--- config.mk ---
export PLATFORM = sky130hd
export DESIGN_NAME = rsc_top
export DESIGN_NICKNAME = d
export VERILOG_FILES = /design/src/inc/rsc_pkg.sv /design/src/rtl/rsc_top.sv /design/src/rtl/rsc_pin_filter.sv
export SDC_FILE = /design/constraint.sdc
export NUM_CORES = 1
export LEC_CHECK = 0
export ABC_CLOCK_PERIOD_IN_PS = 4200
export BUFFER_PORTS_ARGS = -buffer_cell sky130_fd_sc_hd__buf_2
export CAP_MARGIN = 10
export CORE_UTILIZATION = 51
export CTS_CLUSTER_DIAMETER = 50
export DETAILED_ROUTE_END_ITERATION = 10
export PLACE_DENSITY = 0.81
export SLEW_MARGIN = 20
export SYNTH_ARGS = -nofsm -noshare
export SYNTH_HDL_FRONTEND = slang
export SYNTH_SLANG_ARGS = --single-unit
--- constraint.sdc ---
create_clock -name MCLK_IN -period 4.2 [get_ports MCLK_IN]
set_input_delay 0.63 -clock MCLK_IN [delete_from_list [all_inputs] [get_ports MCLK_IN]]
set_output_delay 0.63 -clock MCLK_IN [all_outputs]
set_load 0.005 [all_outputs]
--- src/inc/rsc_pkg.sv ---
// Constants for the reset source combiner: register map, flag positions,
// reset values and timing counts.
// Assumes a single 100 MHz system clock.
package rsc_pkg;

  // Clock and timing
  localparam int unsigned CLK_PERIOD_NS = 10;
  localparam int unsigned MASTER_CLEAR_PIN_MIN_PULSE_NS = 2000;
  // Least time: round up
  localparam int unsigned MASTER_CLEAR_PIN_FILTER_CYCLES =
    (MASTER_CLEAR_PIN_MIN_PULSE_NS + CLK_PERIOD_NS - 1) / CLK_PERIOD_NS;
  localparam int unsigned RESET_STRETCH_NS = 100;
  localparam int unsigned RESET_STRETCH_CYCLES =
    (RESET_STRETCH_NS + CLK_PERIOD_NS - 1) / CLK_PERIOD_NS;
  localparam int unsigned STRETCH_CNT_W = 4;

  // Register port
  localparam int unsigned ADDR_W = 4;
  localparam int unsigned DATA_W = 16;
  localparam logic [ADDR_W-1:0] CAUSE_OFFSET = 4'h0;

  // Reset cause / control register layout
  localparam int unsigned POR_BIT = 0;
  localparam int unsigned BOR_BIT = 1;
  localparam int unsigned IDLE_BIT = 2;
  localparam int unsigned SLEEP_BIT = 3;
  localparam int unsigned WATCHDOG_TIMEOUT_FLAG_BIT = 4;
  localparam int unsigned WDT_SOFT_EN_BIT = 5;
  localparam int unsigned SOFT_RST_BIT = 6;
  localparam int unsigned PIN_RST_BIT = 7;
  localparam int unsigned REG_SLEEP_BIT = 8;
  localparam int unsigned CFG_MISMATCH_BIT = 9;
  localparam int unsigned ILLEGAL_BIT = 14;
  localparam int unsigned TRAP_BIT = 15;
  localparam logic [DATA_W-1:0] CAUSE_POR_VALUE = 16'h0003;
  localparam logic [DATA_W-1:0] CAUSE_IMPL_MASK = 16'hC3FF;

  // Fetch address after release
  localparam int unsigned FETCH_ADDR_W = 24;
  localparam logic [FETCH_ADDR_W-1:0] RESET_VECTOR = 24'h000000;

  typedef enum logic [1:0] {
    RSC_RUN,
    RSC_HOLD,
    RSC_STRETCH,
    RSC_WAIT_CLK
  } rsc_state_t;

endpackage : rsc_pkg

--- src/rtl/rsc_top.sv ---
// Reset source combiner: merges all reset requests into the system reset
// line and keeps the software-visible reset cause / control register.
// Assumes requesters on the same clock give levels held until reset is
// seen; the pin and analog detector inputs are asynchronous.
`timescale 1ns/1ps
`default_nettype none

// Contract
// - Gather all listed sources as reset requests
// - Any active source asserts system reset
// - Reset forces subset, cause register kept
// - Each reset sets its own cause flag
// - Power-on leaves only power and brown-out set
// - Software sets or clears flags, no reset
// - Bit 15 flags trap conflict reset
// - Bit 14 flags illegal condition reset
// - Bit 9 flags configuration mismatch reset
// - Bit 8 keeps regulator active in sleep
// - Bit 7 flags master clear pin reset
// - Bit 6 flags reset instruction
// - Bit 5 enables watchdog unless fuse forces
// - Bit 4 flags watchdog time-out
// - Bit 3 flags device was in sleep
// - Bit 2 flags device was in idle
// - Bit 1 flags brown-out reset
// - Bit 0 flags power-on reset
// - Bits 13 to 10 read zero
// - Power and brown-out reset reselect clock
// - Filtered long master clear low resets
// - After release fetch starts at zero
module rsc_top (
  input wire logic MCLK_IN,
  input wire logic RST_IN,
  input wire logic MASTER_CLEAR_PIN_N_IN,
  input wire logic BROWN_OUT_DETECT_IN,
  input wire logic CLOCK_READY_IN,
  input wire logic WATCHDOG_FUSE_ENABLE_IN,
  input wire logic SOFT_RESET_REQ_IN,
  input wire logic WATCHDOG_TIMEOUT_IN,
  input wire logic CONFIG_MISMATCH_IN,
  input wire logic TRAP_CONFLICT_IN,
  input wire logic ILLEGAL_OPCODE_IN,
  input wire logic UNINIT_POINTER_IN,
  input wire logic SECURITY_RESET_IN,
  input wire logic SLEEP_WAKE_IN,
  input wire logic IDLE_WAKE_IN,
  input wire logic [rsc_pkg::ADDR_W-1:0] ADDR_IN,
  input wire logic [rsc_pkg::DATA_W-1:0] WR_DATA_IN,
  input wire logic WR_IN,
  input wire logic RD_IN,
  output logic [rsc_pkg::DATA_W-1:0] RD_DATA_OUT,
  output logic SYSTEM_RESET_LINE_OUT,
  output logic CLOCK_RESELECT_OUT,
  output logic FETCH_START_OUT,
  output logic [rsc_pkg::FETCH_ADDR_W-1:0] FETCH_ADDR_OUT,
  output logic WATCHDOG_ENABLE_OUT,
  output logic REGULATOR_SLEEP_ACTIVE_OUT
);

  // Asynchronous level inputs: brown-out, clock ready, watchdog fuse
  logic [2:0] meta_q;
  logic [2:0] sync_q;
  logic bor_req;
  logic clk_ready;
  logic wdt_fuse;
  logic master_clear_pin_req;
  logic illegal_req;
  logic any_src;
  logic cold_src;
  logic [rsc_pkg::DATA_W-1:0] hw_set;
  logic cause_wr;
  rsc_pkg::rsc_state_t state_q;
  rsc_pkg::rsc_state_t state_d;
  logic [rsc_pkg::STRETCH_CNT_W-1:0] stretch_q;
  logic [rsc_pkg::DATA_W-1:0] cause_q;

  localparam logic [rsc_pkg::STRETCH_CNT_W-1:0] STRETCH_LAST =
    rsc_pkg::STRETCH_CNT_W'(rsc_pkg::RESET_STRETCH_CYCLES - 1);

  always_ff @(posedge MCLK_IN)
  begin
    if (RST_IN)
    begin
      meta_q <= 3'h0;
      sync_q <= 3'h0;
    end
    else
    begin
      meta_q <= {WATCHDOG_FUSE_ENABLE_IN, CLOCK_READY_IN,
                 BROWN_OUT_DETECT_IN};
      sync_q <= meta_q;
    end
  end

  assign bor_req = sync_q[0];
  assign clk_ready = sync_q[1];
  assign wdt_fuse = sync_q[2];

  rsc_pin_filter #(
    .CYCLES(rsc_pkg::MASTER_CLEAR_PIN_FILTER_CYCLES)
  ) u_master_clear_pin_filter (
    .clk_in(MCLK_IN),
    .rst_in(RST_IN),
    .pin_n_in(MASTER_CLEAR_PIN_N_IN),
    .req_out(master_clear_pin_req)
  );

  // Three illegal conditions share one flag
  assign illegal_req = ILLEGAL_OPCODE_IN | UNINIT_POINTER_IN
                     | SECURITY_RESET_IN;

  assign any_src = bor_req | master_clear_pin_req | SOFT_RESET_REQ_IN
                 | WATCHDOG_TIMEOUT_IN | CONFIG_MISMATCH_IN
                 | TRAP_CONFLICT_IN | illegal_req;

  assign cold_src = bor_req;

  // Hardware set terms for the cause flags
  always_comb
  begin
    hw_set = '0;
    hw_set[rsc_pkg::BOR_BIT] = bor_req;
    hw_set[rsc_pkg::PIN_RST_BIT] = master_clear_pin_req;
    hw_set[rsc_pkg::SOFT_RST_BIT] = SOFT_RESET_REQ_IN;
    hw_set[rsc_pkg::WATCHDOG_TIMEOUT_FLAG_BIT] = WATCHDOG_TIMEOUT_IN;
    hw_set[rsc_pkg::CFG_MISMATCH_BIT] = CONFIG_MISMATCH_IN;
    hw_set[rsc_pkg::TRAP_BIT] = TRAP_CONFLICT_IN;
    hw_set[rsc_pkg::ILLEGAL_BIT] = illegal_req;
    hw_set[rsc_pkg::SLEEP_BIT] = SLEEP_WAKE_IN;
    hw_set[rsc_pkg::IDLE_BIT] = IDLE_WAKE_IN;
  end

  // Sequencer: hold while any source is active, stretch, await clock
  always_comb
  begin
    state_d = state_q;
    case (state_q)
      rsc_pkg::RSC_RUN:
      begin
        if (any_src)
        begin
          state_d = rsc_pkg::RSC_HOLD;
        end
      end
      rsc_pkg::RSC_HOLD:
      begin
        if (!any_src)
        begin
          state_d = rsc_pkg::RSC_STRETCH;
        end
      end
      rsc_pkg::RSC_STRETCH:
      begin
        if (any_src)
        begin
          state_d = rsc_pkg::RSC_HOLD;
        end
        else if (stretch_q == STRETCH_LAST)
        begin
          state_d = rsc_pkg::RSC_WAIT_CLK;
        end
      end
      rsc_pkg::RSC_WAIT_CLK:
      begin
        if (any_src)
        begin
          state_d = rsc_pkg::RSC_HOLD;
        end
        else if (clk_ready)
        begin
          state_d = rsc_pkg::RSC_RUN;
        end
      end
      default:
      begin
        state_d = rsc_pkg::RSC_HOLD;
      end
    endcase
  end

  // Power-on enters the sequence like any other hold
  always_ff @(posedge MCLK_IN)
  begin
    if (RST_IN)
    begin
      state_q <= rsc_pkg::RSC_HOLD;
    end
    else
    begin
      state_q <= state_d;
    end
  end

  always_ff @(posedge MCLK_IN)
  begin
    if (RST_IN || state_q != rsc_pkg::RSC_STRETCH)
    begin
      stretch_q <= '0;
    end
    else
    begin
      stretch_q <= stretch_q + rsc_pkg::STRETCH_CNT_W'(1);
    end
  end

  // Line rises on the edge after a source appears, falls only on the
  // sequencer's release edge; one flop so every consumer sees one edge.
  always_ff @(posedge MCLK_IN)
  begin
    if (RST_IN)
    begin
      SYSTEM_RESET_LINE_OUT <= 1'b1;
    end
    else
    begin
      SYSTEM_RESET_LINE_OUT <= (state_d != rsc_pkg::RSC_RUN);
    end
  end

  // Cold marker survives until release; warm sources leave it alone
  always_ff @(posedge MCLK_IN)
  begin
    if (RST_IN)
    begin
      CLOCK_RESELECT_OUT <= 1'b1;
    end
    else if (cold_src)
    begin
      CLOCK_RESELECT_OUT <= 1'b1;
    end
    else if (state_d == rsc_pkg::RSC_RUN)
    begin
      CLOCK_RESELECT_OUT <= 1'b0;
    end
  end

  always_ff @(posedge MCLK_IN)
  begin
    if (RST_IN)
    begin
      FETCH_START_OUT <= 1'b0;
      FETCH_ADDR_OUT <= rsc_pkg::RESET_VECTOR;
    end
    else
    begin
      FETCH_START_OUT <= (state_q == rsc_pkg::RSC_WAIT_CLK)
                       && (state_d == rsc_pkg::RSC_RUN);
      FETCH_ADDR_OUT <= rsc_pkg::RESET_VECTOR;
    end
  end

  assign cause_wr = WR_IN && (ADDR_IN == rsc_pkg::CAUSE_OFFSET);

  // Cause register is outside the reset subset: only power-on or a software write clears it,
  // so the cause survives the warm reset it records.
  always_ff @(posedge MCLK_IN)
  begin
    if (RST_IN)
    begin
      cause_q <= rsc_pkg::CAUSE_POR_VALUE;
    end
    else if (cause_wr)
    begin
      // Hardware set wins over a software clear in the same cycle
      cause_q <= (WR_DATA_IN | hw_set)
               & rsc_pkg::CAUSE_IMPL_MASK;
    end
    else
    begin
      cause_q <= cause_q | hw_set;
    end
  end

  always_ff @(posedge MCLK_IN)
  begin
    if (RST_IN)
    begin
      WATCHDOG_ENABLE_OUT <= 1'b0;
      REGULATOR_SLEEP_ACTIVE_OUT <= 1'b0;
    end
    else
    begin
      // Fuse overrides the software enable
      WATCHDOG_ENABLE_OUT <= wdt_fuse
        | cause_q[rsc_pkg::WDT_SOFT_EN_BIT];
      REGULATOR_SLEEP_ACTIVE_OUT <=
        cause_q[rsc_pkg::REG_SLEEP_BIT];
    end
  end

  // Read data valid in the cycle after the strobe only
  always_ff @(posedge MCLK_IN)
  begin
    if (RST_IN)
    begin
      RD_DATA_OUT <= '0;
    end
    else if (RD_IN && ADDR_IN == rsc_pkg::CAUSE_OFFSET)
    begin
      RD_DATA_OUT <= cause_q & rsc_pkg::CAUSE_IMPL_MASK;
    end
    else
    begin
      RD_DATA_OUT <= '0;
    end
  end

endmodule : rsc_top
`default_nettype wire

--- src/rtl/rsc_pin_filter.sv ---
// Glitch filter for an active-low reset pin.
// Assumes the pin is asynchronous to the clock; it is synchronised here.
`timescale 1ns/1ps
`default_nettype none
module rsc_pin_filter #(
  parameter int unsigned CYCLES = 200
) (
  input wire logic clk_in,
  input wire logic rst_in,
  input wire logic pin_n_in,
  output logic req_out
);

  localparam int unsigned CNT_W = $clog2(CYCLES + 1);
  localparam logic [CNT_W-1:0] CNT_LAST = CNT_W'(CYCLES - 1);

  logic meta_q;
  logic pin_n_q;
  logic [CNT_W-1:0] cnt_q;

  always_ff @(posedge clk_in)
  begin
    if (rst_in)
    begin
      meta_q <= 1'b1;
      pin_n_q <= 1'b1;
    end
    else
    begin
      meta_q <= pin_n_in;
      pin_n_q <= meta_q;
    end
  end

  // Low must persist the full count; any high sample restarts it
  always_ff @(posedge clk_in)
  begin
    if (rst_in || pin_n_q)
    begin
      cnt_q <= '0;
      req_out <= 1'b0;
    end
    else if (cnt_q == CNT_LAST)
    begin
      req_out <= 1'b1;
    end
    else
    begin
      cnt_q <= cnt_q + CNT_W'(1);
    end
  end

endmodule : rsc_pin_filter
`default_nettype wire

==> flow_results.org <==
** Synthesis
- Flops & latches, synth :: 52
- After synthesis, the netlist uses 34 different library cells.
- Avg Synthesized Cell Area :: 9.57 um^2
- Synthesized netlist cell count :: 218
- The cell area that synthesis handed to floorplanning was 2090 um^2.
- For this run, the number of Yosys warnings is 0.
- Of the synthesized area, sequential elements account for 49.9%.

** Worst setup path
- Kind of end point of the critical path :: register
- Data required time of the worst path :: 4.39 ns
- The worst setup path is launched from an input port.
- The critical path is of the in -> reg type.
- Data arrives at the worst endpoint at 2.19 ns.
- Along the worst path, the maximum fanout reaches 12.

** Global route
- The first global-routing pass estimated 5940 um of wire.
- For this run, the total global-route usage over all layers was measured as 18.0%.
- For this run the aggregate overflow at the end of global routing stands at 0.
- Pin count of the biggest net entering global routing :: 31
- The number of global-route vias before repair is 1426.
- Initial antenna violation count :: 0

** Floorplanning
- During I/O placement, the number of pins put on the boundary was 82.
- In this run the horizontal extent of the chip is 66.0 um.
- Placeable core region :: 3800 um^2
- Num rows :: 22
- Area of the die :: 4350 um^2
- Initial core utilization :: 54.9%
- Vertical die dimension :: 66.0 um

** Clocking
- Clk Latency, worst-skew pair :: 0.30 ns
- Root Driver :: sky130_fd_sc_hd__clkbuf_8
- For this design, the sink count on the clock tree is 52.
- Post-CTS setup-driven buffer insertion count :: 0
- TritonCTS clock tree :: built
- CTS resizes :: 0
- The number of hold buffers added after CTS was 0.
- After clock tree synthesis, the clock-pin slew on the worst setup and hold paths is 0.08 ns.
- The clock tree synthesis step divided the H-tree into 2 levels.
- The clock passes through at most 2 buffers.
- Number of buffers inserted during clock tree synthesis :: 5

** Timing
- Setup total negative slack on the finished layout was measured at 0 ns.
- Unrepaired setup endpoints after global routing :: no
- Between clock sinks in the finished design, the worst skew comes to 0.00655 ns.
- The count of final hold-check violations came to 0.
- Setup violations remaining at the end of the flow were counted as 0.
- The max-slew violation count is 0.
- Rel. slew slack :: 29.5%
- Max frequency :: 499 MHz
- The worst path in the final design needs a cycle of 2.00 ns, including I/O delays and setup.
- For the pin with the worst max-slew slack, the measured transition is 1.05 ns.
- Across all setup checks in the final design, the least slack found is 2.20 ns.
- Final clock period utilization by the worst path :: 47.7%

** Detailed routing
- Post-DRT Antenna Nets :: 0
- The pre-antenna-repair detailed-routing pass consisted of 4 iterations.
- Detailed router's first-iteration violation count :: 68
- In the routed design, unresolved DRC markers number 0.
- Detailed routing inserted a total of 1561 vias.
- In the final routed layout, each cell accounts on average for 11.6 um.
- Using the TritonRoute via totals, the vias-per-cell ratio works out to 4.97.
- After detailed routing, the total wire length is 3650 um.

** Outcome
- The flow ran to the end, and the final reports show no timing, DRC or antenna violations.

** Power and ir drop
- Worst vdd ir :: 206 uV
- Summed over all cells, the static leakage comes to 1.00 nW.
- Dividing total power by cell area gives a power density of 360 nW/um^2.

** Min path
- Class of the most critical hold timing path :: reg -> reg

** Cells and area
- Total inserted antenna cells :: 0
- From synthesis to final layout, the design area changed by 11.8%.
- The library cell used most frequently in the layout, excluding fill and tap cells, is sky130_fd_sc_hd__dfxtp_1.
- Number of nets in the layout :: 305
- After routing the design area is 2330 um^2.
- The post-route netlist has 24.4% of its cells at a drive strength greater than 1.
- Highest-count cells in the layout ignoring fill and taps :: 52 x sky130_fd_sc_hd__dfxtp_1, 49 x sky130_fd_sc_hd__buf_2, 28 x sky130_fd_sc_hd__conb_1, 19 x sky130_fd_sc_hd__nor2_1, 14 x sky130_fd_sc_hd__a211oi_1

** Placement
- The count of buffers added on input and output ports is 49.
- The congestion estimate from routability-driven global placement came to 0.739.
- The wire-length estimate of the detail-placed layout is 2600 um.
- In this run the cell area measured after placement is 2240 um^2.
- Minimum setup slack after placement :: 1.89 ns

** Run
- The tool flagged a number of max-cap violations equal to 0.
==> final timing paths <==
kind                                  endpoint  slack, ns  cells past startpoint                              start
min reg2reg  u_master_clear_pin_filter.pin_n_q       0.42                      1   u_master_clear_pin_filter.meta_q
min          u_master_clear_pin_filter.pin_n_q       0.42                      1   u_master_clear_pin_filter.meta_q
max                                 cause_q[0]       2.20                      4                         ADDR_IN[1]
max reg2reg                 CLOCK_RESELECT_OUT       2.86                      3  u_master_clear_pin_filter.req_out
==> report_power, final <==
part	internal [W]	total, W	switching, W
combinational	0.0000212	0.0000499	0.0000286
clock	0.000134	0.000284	0.000150
sequential	0.000503	0.000508	0.00000430
==> synthesized netlist by cell type (all sizes together) <==
cell / instances / area [um^2]
dfxtp: 52 / 1040
buf: 32 / 245
nor2: 19 / 71.3
a211oi: 14 / 105
and2: 12 / 75.1
nand3: 11 / 55.1
o21ai: 10 / 50.1
nor2b: 8 / 50.1
a21oi: 7 / 35.0
nor3: 7 / 35.0
or3: 6 / 37.5
clkbuf: 4 / 15.0
nand2: 4 / 15.0
or2: 4 / 25.0
xor2: 4 / 35.0
ha: 3 / 37.5
a21boi: 2 / 15.0
inv: 2 / 7.51
nand4: 2 / 12.5
nor4: 2 / 12.5
o21a: 2 / 15.0
or4: 2 / 18.8
a211o: 1 / 10.0
a31oi: 1 / 6.26
and4: 1 / 8.76
conb: 1 / 3.75
nand4b: 1 / 8.76
nor3b: 1 / 12.5
nor4bb: 1 / 10.0
or3b: 1 / 8.76
xnor2: 1 / 8.76
==> layout make-up <==
cell class / count / area [um^2]
clock buffer: 7 / 86.3
clock inverter: 1 / 7.51
fill: 340 / 1470
inverter: 2 / 7.51
multi-input combinational: 155 / 886
sequential: 52 / 1040
tap: 48 / 60.1
timing repair buffer: 49 / 245
==> stage by stage <==
step | util, % | hold WS [ns] | cells | total power (W)
final | 61.4 | 0.416 | 314 | 0.000841
after global routing | 61.4 | 0.440 | 314 | 0.000879
after CTS | 61.4 | 0.420 | 314 | 0.000854
after detailed placement | 59.0 | 0.399 | 306 | 0.000568
after global placement | 59.0 | 0.393 | 306 | 0.000566
after floorplan | - | 0.389 | 245 | 0.000565
==> flip-flops by register name, summed over array words and instances (netlist names), 2 cells and up <==
signal and cells:
RD_DATA_OUT 12, cause_q 12, u_master_clear_pin_filter.cnt_q 8, state_q 2, stretch_q 4, meta_q 3, sync_q 3
==> logic make-up (layout without fill, tap and decap cells) <==
family / Yosys count / after routing / share of synthesized area, %
buffers and inverters: 38 / 59 / 12.8
other: 1 / 28 / 0.180
adders and majority gates: 3 / 3 / 1.80
and+or+nand+nor: 82 / 82 / 21.9
DFF: 52 / 52 / 49.9
xor gates and xnor gates: 5 / 5 / 2.10
AOI/OAI and AO/OA: 37 / 37 / 11.3
==> critical path, cell delays in order <==
cell                       delay (ns)
sky130_fd_sc_hd__buf_2           0.11
sky130_fd_sc_hd__nor4_2          0.90
sky130_fd_sc_hd__a21boi_0        0.22
sky130_fd_sc_hd__a211o_2         0.34
==> routing by layer <==
layer	share of wire (%)	global-route usage, %	vias to the layer above
met5	0	0	-
met4	1.2	7.18	0
li1	-	-	784
met3	8.6	4.66	4
met1	42	19.8	699
met2	48	32.4	74
(Power assumes the default switching activity.)
